File: src/shared/rx_pause_stat_pkg.sv
package rx_pause_stat_pkg;

    // Vector and bus shapes
    localparam int NUM_PRIO     = 8;
    localparam int PAUSE_VEC_W  = 9;
    localparam int GLOBAL_SLOT  = 8;
    localparam int QUANTA_W     = 16;
    localparam int PRIO_IDX_W   = 3;

    // Staging slot that holds the single quanta of a global pause frame
    localparam logic [PRIO_IDX_W-1:0] GLOBAL_STAGE_SLOT = 3'h0;

    // Values after reset
    localparam logic [QUANTA_W-1:0]    QUANTA_RST = 16'h0000;
    localparam logic [PAUSE_VEC_W-1:0] VEC_RST    = 9'h000;

endpackage : rx_pause_stat_pkg

File: src/rtl/pause_req_hold.sv
`timescale 1ns/1ps
// Per-bit request holder: set by a received pause frame, cleared by the processing logic
module pause_req_hold (
    // Clock and reset
    input  wire logic                                  clock,
    input  wire logic                                  rst,
    // Set and clear pulses
    input  wire logic [rx_pause_stat_pkg::PAUSE_VEC_W-1:0] set_bits,
    input  wire logic [rx_pause_stat_pkg::PAUSE_VEC_W-1:0] clear_bits,
    // Held request vector
    output logic      [rx_pause_stat_pkg::PAUSE_VEC_W-1:0] req
);

    // A set in the same cycle as a clear wins, so no frame is lost
    always_ff @(posedge clock) begin
        if (rst) begin
            req <= rx_pause_stat_pkg::VEC_RST;
        end else begin
            req <= (req & ~clear_bits) | set_bits;
        end
    end

endmodule : pause_req_hold

File: src/rtl/rx_pause_stat_indications.sv
`timescale 1ns/1ps
// Receive indications: statistics increments and pause frame reporting
module rx_pause_stat_indications (
    // Clock and reset
    input  wire logic                                          clock,
    input  wire logic                                          rst,
    // Packet summary from the receive parser, valid with rx_pkt_end
    input  wire logic                                          rx_pkt_start,
    input  wire logic                                          rx_pkt_end,
    input  wire logic                                          rx_fcs_good,
    input  wire logic                                          rx_pkt_good,
    input  wire logic                                          rx_is_broadcast,
    input  wire logic                                          rx_is_vlan,
    input  wire logic                                          rx_is_gpause,
    input  wire logic                                          rx_is_ppause,
    input  wire logic                                          rx_len_error,
    input  wire logic [rx_pause_stat_pkg::NUM_PRIO-1:0]        rx_prio_enable,
    // Quanta fields as the parser extracts them
    input  wire logic                                          rx_quanta_wr,
    input  wire logic [rx_pause_stat_pkg::PRIO_IDX_W-1:0]      rx_quanta_idx,
    input  wire logic [rx_pause_stat_pkg::QUANTA_W-1:0]        rx_quanta_word,
    // Completion pulses from the pause processing logic
    input  wire logic [rx_pause_stat_pkg::PAUSE_VEC_W-1:0]     rx_pause_done,
    // Statistics increments
    output logic                                               rx_bcast_inc,
    output logic                                               rx_vlan_inc,
    output logic                                               rx_gpause_inc,
    output logic                                               rx_ppause_inc,
    output logic                                               rx_inrange_err_inc,
    // Pause reporting
    output logic      [rx_pause_stat_pkg::PAUSE_VEC_W-1:0]     rx_flowctl_valid,
    output logic      [rx_pause_stat_pkg::QUANTA_W-1:0]        rx_flowctl_quanta_prio0,
    output logic      [rx_pause_stat_pkg::QUANTA_W-1:0]        rx_flowctl_quanta_prio1,
    output logic      [rx_pause_stat_pkg::QUANTA_W-1:0]        rx_flowctl_quanta_prio2,
    output logic      [rx_pause_stat_pkg::QUANTA_W-1:0]        rx_flowctl_quanta_prio3,
    output logic      [rx_pause_stat_pkg::QUANTA_W-1:0]        rx_flowctl_quanta_prio4,
    output logic      [rx_pause_stat_pkg::QUANTA_W-1:0]        rx_flowctl_quanta_prio5,
    output logic      [rx_pause_stat_pkg::QUANTA_W-1:0]        rx_flowctl_quanta_prio6,
    output logic      [rx_pause_stat_pkg::QUANTA_W-1:0]        rx_flowctl_quanta_prio7,
    output logic      [rx_pause_stat_pkg::QUANTA_W-1:0]        rx_flowctl_quanta_global,
    output logic      [rx_pause_stat_pkg::PAUSE_VEC_W-1:0]     rx_flowctl_req
);

    // Qualifies a classification flag with the end of packet and a health condition
    function automatic logic counted(input logic flag, input logic healthy);
        counted = rx_pkt_end & healthy & flag;
    endfunction : counted

    // Quanta captured during the current frame, one slot per priority
    logic [rx_pause_stat_pkg::QUANTA_W-1:0]    quanta_stage [rx_pause_stat_pkg::NUM_PRIO];
    logic [rx_pause_stat_pkg::QUANTA_W-1:0]    next_stage   [rx_pause_stat_pkg::NUM_PRIO];

    // Event decode for the current cycle
    logic                                      next_bcast;
    logic                                      next_vlan;
    logic                                      next_gpause;
    logic                                      next_ppause;
    logic                                      next_inrange;
    logic [rx_pause_stat_pkg::PAUSE_VEC_W-1:0] next_valid;

    // Increment decode; only good packets count broadcast and VLAN
    always_comb begin
        next_bcast   = counted(rx_is_broadcast, rx_pkt_good);
        next_vlan    = counted(rx_is_vlan, rx_pkt_good);
        next_inrange = counted(rx_len_error, rx_fcs_good);
    end

    // Pause decode; a frame flagged as both kinds counts as global only
    always_comb begin
        next_gpause  = counted(rx_is_gpause, rx_fcs_good);
        next_ppause  = counted(rx_is_ppause & ~rx_is_gpause, rx_fcs_good);
    end

    // Valid vector: global frame lights bit 8, priority frame its enabled classes
    always_comb begin
        next_valid = rx_pause_stat_pkg::VEC_RST;
        if (next_gpause) begin
            next_valid[rx_pause_stat_pkg::GLOBAL_SLOT] = 1'b1;
        end else if (next_ppause) begin
            next_valid[rx_pause_stat_pkg::NUM_PRIO-1:0] = rx_prio_enable;
        end
    end

    // Staging view with a same-cycle quanta write folded in
    always_comb begin
        for (int i = 0; i < rx_pause_stat_pkg::NUM_PRIO; i++) begin
            next_stage[i] = quanta_stage[i];
            if (rx_quanta_wr && (rx_quanta_idx == i[rx_pause_stat_pkg::PRIO_IDX_W-1:0])) begin
                next_stage[i] = rx_quanta_word;
            end
        end
    end

    // Staging slots; a new frame clears them unless a quanta write falls in the same cycle, which only updates its own slot
    always_ff @(posedge clock) begin
        if (rst) begin
            for (int i = 0; i < rx_pause_stat_pkg::NUM_PRIO; i++) begin
                quanta_stage[i] <= rx_pause_stat_pkg::QUANTA_RST;
            end
        end else if (rx_pkt_start && !rx_quanta_wr) begin
            for (int i = 0; i < rx_pause_stat_pkg::NUM_PRIO; i++) begin
                quanta_stage[i] <= rx_pause_stat_pkg::QUANTA_RST;
            end
        end else begin
            for (int i = 0; i < rx_pause_stat_pkg::NUM_PRIO; i++) begin
                quanta_stage[i] <= next_stage[i];
            end
        end
    end

    // Increment strobes, each a single registered cycle per event
    always_ff @(posedge clock) begin
        if (rst) begin
            rx_bcast_inc       <= 1'b0;
            rx_vlan_inc        <= 1'b0;
            rx_gpause_inc      <= 1'b0;
            rx_ppause_inc      <= 1'b0;
            rx_inrange_err_inc <= 1'b0;
        end else begin
            rx_bcast_inc       <= next_bcast;
            rx_vlan_inc        <= next_vlan;
            rx_gpause_inc      <= next_gpause;
            rx_ppause_inc      <= next_ppause;
            rx_inrange_err_inc <= next_inrange;
        end
    end

    // Valid pulse for one cycle per accepted pause frame
    always_ff @(posedge clock) begin
        if (rst) begin
            rx_flowctl_valid <= rx_pause_stat_pkg::VEC_RST;
        end else begin
            rx_flowctl_valid <= next_valid;
        end
    end

    // Priority 0 quanta bus, refreshed only with its valid bit
    always_ff @(posedge clock) begin
        if (rst) begin
            rx_flowctl_quanta_prio0 <= rx_pause_stat_pkg::QUANTA_RST;
        end else if (next_valid[0]) begin
            rx_flowctl_quanta_prio0 <= next_stage[0];
        end
    end

    // Priority 1 quanta bus, refreshed only with its valid bit
    always_ff @(posedge clock) begin
        if (rst) begin
            rx_flowctl_quanta_prio1 <= rx_pause_stat_pkg::QUANTA_RST;
        end else if (next_valid[1]) begin
            rx_flowctl_quanta_prio1 <= next_stage[1];
        end
    end

    // Priority 2 quanta bus, refreshed only with its valid bit
    always_ff @(posedge clock) begin
        if (rst) begin
            rx_flowctl_quanta_prio2 <= rx_pause_stat_pkg::QUANTA_RST;
        end else if (next_valid[2]) begin
            rx_flowctl_quanta_prio2 <= next_stage[2];
        end
    end

    // Priority 3 quanta bus, refreshed only with its valid bit
    always_ff @(posedge clock) begin
        if (rst) begin
            rx_flowctl_quanta_prio3 <= rx_pause_stat_pkg::QUANTA_RST;
        end else if (next_valid[3]) begin
            rx_flowctl_quanta_prio3 <= next_stage[3];
        end
    end

    // Priority 4 quanta bus, refreshed only with its valid bit
    always_ff @(posedge clock) begin
        if (rst) begin
            rx_flowctl_quanta_prio4 <= rx_pause_stat_pkg::QUANTA_RST;
        end else if (next_valid[4]) begin
            rx_flowctl_quanta_prio4 <= next_stage[4];
        end
    end

    // Priority 5 quanta bus, refreshed only with its valid bit
    always_ff @(posedge clock) begin
        if (rst) begin
            rx_flowctl_quanta_prio5 <= rx_pause_stat_pkg::QUANTA_RST;
        end else if (next_valid[5]) begin
            rx_flowctl_quanta_prio5 <= next_stage[5];
        end
    end

    // Priority 6 quanta bus, refreshed only with its valid bit
    always_ff @(posedge clock) begin
        if (rst) begin
            rx_flowctl_quanta_prio6 <= rx_pause_stat_pkg::QUANTA_RST;
        end else if (next_valid[6]) begin
            rx_flowctl_quanta_prio6 <= next_stage[6];
        end
    end

    // Priority 7 quanta bus, refreshed only with its valid bit
    always_ff @(posedge clock) begin
        if (rst) begin
            rx_flowctl_quanta_prio7 <= rx_pause_stat_pkg::QUANTA_RST;
        end else if (next_valid[7]) begin
            rx_flowctl_quanta_prio7 <= next_stage[7];
        end
    end

    // Global quanta bus takes the staged word of a global frame and then holds it
    always_ff @(posedge clock) begin
        if (rst) begin
            rx_flowctl_quanta_global <= rx_pause_stat_pkg::QUANTA_RST;
        end else if (next_valid[rx_pause_stat_pkg::GLOBAL_SLOT]) begin
            rx_flowctl_quanta_global <= next_stage[rx_pause_stat_pkg::GLOBAL_STAGE_SLOT];
        end
    end

    // Held pause requests, released by the processing logic
    pause_req_hold u_req_hold (
        .clock      (clock),
        .rst        (rst),
        .set_bits   (next_valid),
        .clear_bits (rx_pause_done),
        .req        (rx_flowctl_req)
    );

endmodule : rx_pause_stat_indications

File: config.mk
export PLATFORM = sky130hd
export DESIGN_NAME = rx_pause_stat_indications
export DESIGN_NICKNAME = d
export VERILOG_FILES = /design/src/shared/rx_pause_stat_pkg.sv /design/src/rtl/pause_req_hold.sv /design/src/rtl/rx_pause_stat_indications.sv
export SDC_FILE = /design/constraint.sdc
export NUM_CORES = 1
export LEC_CHECK = 0
export CAP_MARGIN = 15
export CORE_MARGIN = 4
export CORE_UTILIZATION = 25
export CTS_BUF_LIST = sky130_fd_sc_hd__clkbuf_8
export CTS_CLUSTER_DIAMETER = 60
export CTS_CLUSTER_SIZE = 12
export DETAILED_ROUTE_END_ITERATION = 12
export DONT_BUFFER_PORTS = 1
export SLEW_MARGIN = 5
export SYNTH_ARGS = -nofsm -noshare
export SYNTH_HDL_FRONTEND = slang
export SYNTH_SLANG_ARGS = --single-unit
File: constraint.sdc
create_clock -name clock -period 2.09 [get_ports clock]
set_input_delay 0.418 -clock clock [delete_from_list [all_inputs] [get_ports clock]]
set_output_delay 0.418 -clock clock [all_outputs]
set_load 0.03 [all_outputs]
# Word level (Yosys, flattened, before mapping)
# Memories as Yosys holds them, arrays and structs flattened.
# Index checks and enable logic that the tools add are counted.
# word_totals
mem_count	1
reg_bits	167
wordCells	98
in_bits	48
mem_bits_rw	128
out_inout_bits	167
# memory_table
memory	depth	width	read_ports	rd_clocked_by_memory_dff	wr	line	text
quanta_stage	8	16	8	0	8	rx_pause_stat_indications.sv:50	logic [rx_pause_stat_pkg::QUANTA_W-1:0] quanta_stage [rx_pause_stat_pkg::NUM_PRIO];
# classes
mux	35
n_eq_ne	7
bitwise_logic	28
reduce_logical	11
# ops
op	count
$mux W16	24
$mux W8	2
$or A1 B1 Y1	16
$eq A3 B3 Y1 const B	4
$and A9 B9 Y9	1
$logic_and A1 B1 Y1	9
$mux W1	9
$not A9 Y9	1
$or A9 B9 Y9	1
$and A1 B1 Y1	8
$eq A3 B2 Y1 const B	2
$eq A3 B1 Y1 const B	1
$logic_not A3 Y1	1
$logic_not A1 Y1	1
$not A1 Y1	1

# Longest topological paths before layout
# logic_depth
depth_word	7
mapped_depth	6
ltp_nobuf	3

# Hierarchy
# Synthesis repeated with hierarchy kept, for this count alone.
# unflattened
cells_unflattened	1015
area_unflattened_um2	11736.3
# modules_own_cells
mod	cells_each	seq_area_each_um2	instances	area_per_inst_um2
rx_pause_stat_indications	978	6826.5	1	11308.3
pause_req_hold	37	180.2	1	427.9

# Worst setup path before layout
# OpenSTA, ideal clock, no wires.
# synth_timing
path_kind	input-to-reg
start	in rx_quanta_wr
end	mem quanta_stage[0][46] (netlist bit), data pin
setup_ns	0.266
path_stages	6
required_ns	1.824
path_buffers	3
arrival_time_ns	1.377
setup_slack_ns	0.448
path_cell_list	buf_2 > and4bb_1 > buf_4 > buf_6 > mux2i_1 > nor2_1
# synth_rtl
element	line	text
from (decl)	rx_pause_stat_indications.sv:19	input wire logic rx_quanta_wr,
to (decl)	rx_pause_stat_indications.sv:50	

# Worst setup path after layout
# layout_timing
start	in rx_is_gpause
end	reg rx_flowctl_quanta_prio3[14] (netlist bit)
# layout_between
elab_chain_len	5
elab_cells_between_ends	6
cone_classes	mux (2); bitwise (4)
# layout_lines
element	line	text
from (decl)	rx_pause_stat_indications.sv:14	input wire logic rx_is_gpause,
$not A1 Y1	rx_pause_stat_indications.sv:71	next_ppause = counted(rx_is_ppause & ~rx_is_gpause, rx_fcs_good);
$and A1 B1 Y1	rx_pause_stat_indications.sv:71	
$and A1 B1 Y1	rx_pause_stat_indications.sv:46	counted = rx_pkt_end & healthy & flag;
$mux W8	rx_pause_stat_indications.sv:79	end else if (next_ppause) begin
$mux W8 *	rx_pause_stat_indications.sv:77	if (next_gpause) begin
to (signal assigned)	rx_pause_stat_indications.sv:167	rx_flowctl_quanta_prio3 <= rx_pause_stat_pkg::QUANTA_RST;
to (signal assigned)	rx_pause_stat_indications.sv:169	rx_flowctl_quanta_prio3 <= next_stage[3];
to (decl)	rx_pause_stat_indications.sv:35	output logic [rx_pause_stat_pkg::QUANTA_W-1:0] rx_flowctl_quanta_prio3,
# Every way passes the cells marked *; elsewhere a longest branch is shown, timed or not.
# A chain may end at the register's enable or synchronous reset.

==> impl_metrics.py <==
metrics = {
    "outcome": {
        "outcome": "completed",
    },
    "hold_path": {
        "min_path_type": "in -> reg",
        "worstHoldStart": "rx_prio_enable[5]",
    },
    "routing": {
        "top_layer": "met4",
        "drt-met1-wl_mm": 15.79,
        "post-route-drc-count": 0,
        "wl_met3_mm": 2.713,
        "vias_per_cell": 4.575,
        "ant_nets": 0,
        "wl_mm": 37.52,
        "met2_length_mm": 18.08,
        "drt_iter0_drc": 461,
        "firstDrtPassIters": 5,
        "vias": 8190,
        "routedWlPerCell_um": 20.96,
    },
    "critical_path": {
        "crit_chain": "and4b_4, buf_4, buf_4, a21oi_1, a211oi_1, dlygate4sd3_1",
        "startpoint": "rx_is_gpause",
        "crit_top_cell": "buf_4",
        "r2r_start": "rx_flowctl_quanta_prio3[15]",
        "start_kind": "primary input",
        "slowest_delay_ns": 0.59,
        "cp_max_fo": 24,
        "crit_type": "in -> reg",
        "critPathRequiredTime_ns": 2.63,
        "critPathCaptureType": "flop",
        "critPathArrivalTime_ns": 2.29,
        "cpMaxStageDelayCell": "dlygate4sd3_1",
        "crit_buf_inv": 3,
        "cpLargestDelayFamily": "buffers and inverters",
    },
    "logic_synthesis": {
        "async_flop_share_pct": 0,
        "synth_ff_type": "dfxtp_1",
        "ys_ff_latch": 294,
        "synth_edf_count": 112,
        "syn_area_um2": 11560,
        "syn_avg_cell_area_um2": 11.40,
        "synthesis.yosys.warnings": 0,
        "syn_inst": 1014,
        "synth_cell_types": 30,
        "ys_seq_area_share_pct": 60.60,
    },
    "power_and_ir_drop": {
        "total_power_mw": 11.41,
        "power_density_nw_per_um2": 816.1,
        "peakVddDrop_mv": 0.4816,
        "leakage_nw": 5.462,
    },
    "clocking": {
        "cts.sinks": 294,
        "worstSkewPairLatency_ns": 0.57,
        "cts_resized": 0,
        "cts_buffers": 37,
        "root_buffer": "clkbuf_8",
        "tritoncts": "yes",
        "htreeDepth": 2,
        "post_cts_buffers": 0,
        "cts_max_path_buffers": 3,
        "clkTransAtPathRegs_ns": 0.09,
    },
    "sta": {
        "setup-tns-final_ns": 0,
        "finalWorstSetupSlack_ns": 0.3377,
        "tightestPinTransition_ns": 0.7439,
        "clock_skew_ns": 0.01784,
        "finalSetupViolCount": 0,
        "finalHoldViolations": 0,
        "finalWorstPathRequiredPeriod_ns": 1.752,
        "clock.fmax_mhz": 570.7,
        "maxSlewHeadroom_pct": 50.24,
        "report.final.slew_viol_count": 0,
        "rsz0062_at_grt": "false",
        "fin_crit_sh_pct": 83.84,
    },
    "global_route": {
        "grt_pass1_vias": 8051,
        "grt-ovfl-total": 0,
        "antenna_found_initial": 2,
        "grt_pass1_wl_mm": 54.83,
        "gr-usage-all-layers_pct": 14.75,
        "grt_max_degree": 102,
    },
    "floorplan": {
        "die_w_um": 223.1,
        "design.die.area_um2": 49750,
        "rows": 78,
        "core_um2": 45580,
        "die_h_um": 223.1,
        "ioPinCount": 215,
        "initial_core_util_pct": 25.37,
    },
    "place": {
        "place_ws_ns": 0.2132,
        "dp_hpwl_mm": 22.32,
        "dp_cells": 1643,
        "place.gp.congestion": 0.7146,
        "port_buffers": 0,
    },
    "layout": {
        "nets": 1210,
        "layout.cells.most_common": "dfxtp_1",
        "fin_cells": 1790,
        "area_growth_syn_to_layout_pct": 20.96,
        "drive_gt1_share_pct": 7.660,
        "layout_common_cells": "182 x dfxtp_1, 152 x nor2_1, 128 x mux2i_1, 127 x a211oi_1, 121 x a21oi_1",
    },
    "flow_run": {
        "drv_cap": 0,
    },
}
logic make-up (layout without fill, tap and decap cells):
group | after synthesis | count (layout) | share of synthesized area [%]
compound gates | 267 | 267 | 14.78
buf+inv | 116 | 179 | 5.151
flops | 294 | 294 | 60.60
mux | 128 | 128 | 11.08
other cells | 1 | 114 | 0.03243
simple gates | 208 | 208 | 8.354
power by group:
part	internal [mW]	switching [mW]	total [mW]	leakage [nW]
Clock	1.95	2.34	4.29	0.420
Combinational	0.282	0.428	0.710	2.42
Sequential	6.17	0.245	6.41	2.62
synth_stat cells (2+ instances only):
cell type  instances  share of area [%]
a211oi_1         127                8.2
a211oi_2           2               0.22
a21oi_1          121                5.2
a22oi_1           15               0.97
and2_1            15               0.81
and3_1             5               0.27
and4bb_1           3               0.32
buf_1              4               0.13
buf_2             27                1.2
buf_4             19                1.2
buf_6              2               0.19
buf_8              2               0.26
clkbuf_1          57                1.9
dfxtp_1          182                 32
edfxtp_1         112                 29
inv_1              3              0.097
mux2i_1          128                 11
nand2b_1          16               0.87
nand4b_1           3               0.23
nor2_1           152                4.9
nor2b_1           10               0.54
state kept, by name, summed over array words and instances (netlist names):
signal,count
rx_flowctl_quanta_prio1,16
rx_ppause_inc,1
rx_bcast_inc,1
rx_flowctl_quanta_prio6,16
rx_flowctl_quanta_global,16
rx_flowctl_quanta_prio2,16
quanta_stage,128
rx_flowctl_valid,8
rx_flowctl_quanta_prio5,16
rx_gpause_inc,1
rx_flowctl_quanta_prio0,16
rx_flowctl_quanta_prio3,16
rx_inrange_err_inc,1
rx_flowctl_quanta_prio7,16
rx_flowctl_quanta_prio4,16
rx_vlan_inc,1
u_req_hold.req,9
final cells by class:
| class | count | area, um^2 |
|---|---|---|
| multi-input combinational | 715 | 4397 |
| tap | 600 | 750.7 |
| fill | 4655 | 31590 |
| timing repair buffer | 111 | 1089 |
| inverter | 3 | 11.26 |
| sequential | 294 | 7007 |
| antenna | 2 | 5.005 |
| clock inverter | 26 | 190.2 |
| clock buffer | 39 | 536.8 |
metrics by stage:
stage	instance area (um^2)	hold slack (ns)	utilization, %
after floorplan	11980	0.4769	-
after global placement	12440	0.5045	27.29
after detailed placement	12440	0.5032	27.29
after CTS	13980	0.00007622	30.68
after global routing	13980	0.001667	30.68
final	13990	0.06231	30.69
metal layers:
| layer | GRT usage [%] | vias to the layer above |
|---|---|---|
| met3 | 4.697 | 56 |
| met1 | 18.62 | 4056 |
| li1 | - | 3860 |
| met4 | 4.176 | 0 |
| met5 | 0 | - |
| met2 | 24.36 | 218 |
final timing paths:
kind	end	slack [ns]	cells past startpoint
worst max register to register	rx_flowctl_quanta_prio3[15]	0.52	3
worst min-delay path	rx_flowctl_quanta_prio5[14]	0.06	2
worst min register to register	quanta_stage[0][9]	0.54	2
worst max-delay path	rx_flowctl_quanta_prio3[14]	0.34	6
what timing repair did:
action                                 in CTS  in global routing
hold buffers                               80                  0
setup endpoints to repair                   0                  0
endpoints found under the hold margin     170                  0
No activity file was read; power rests on OpenSTA's default activity.
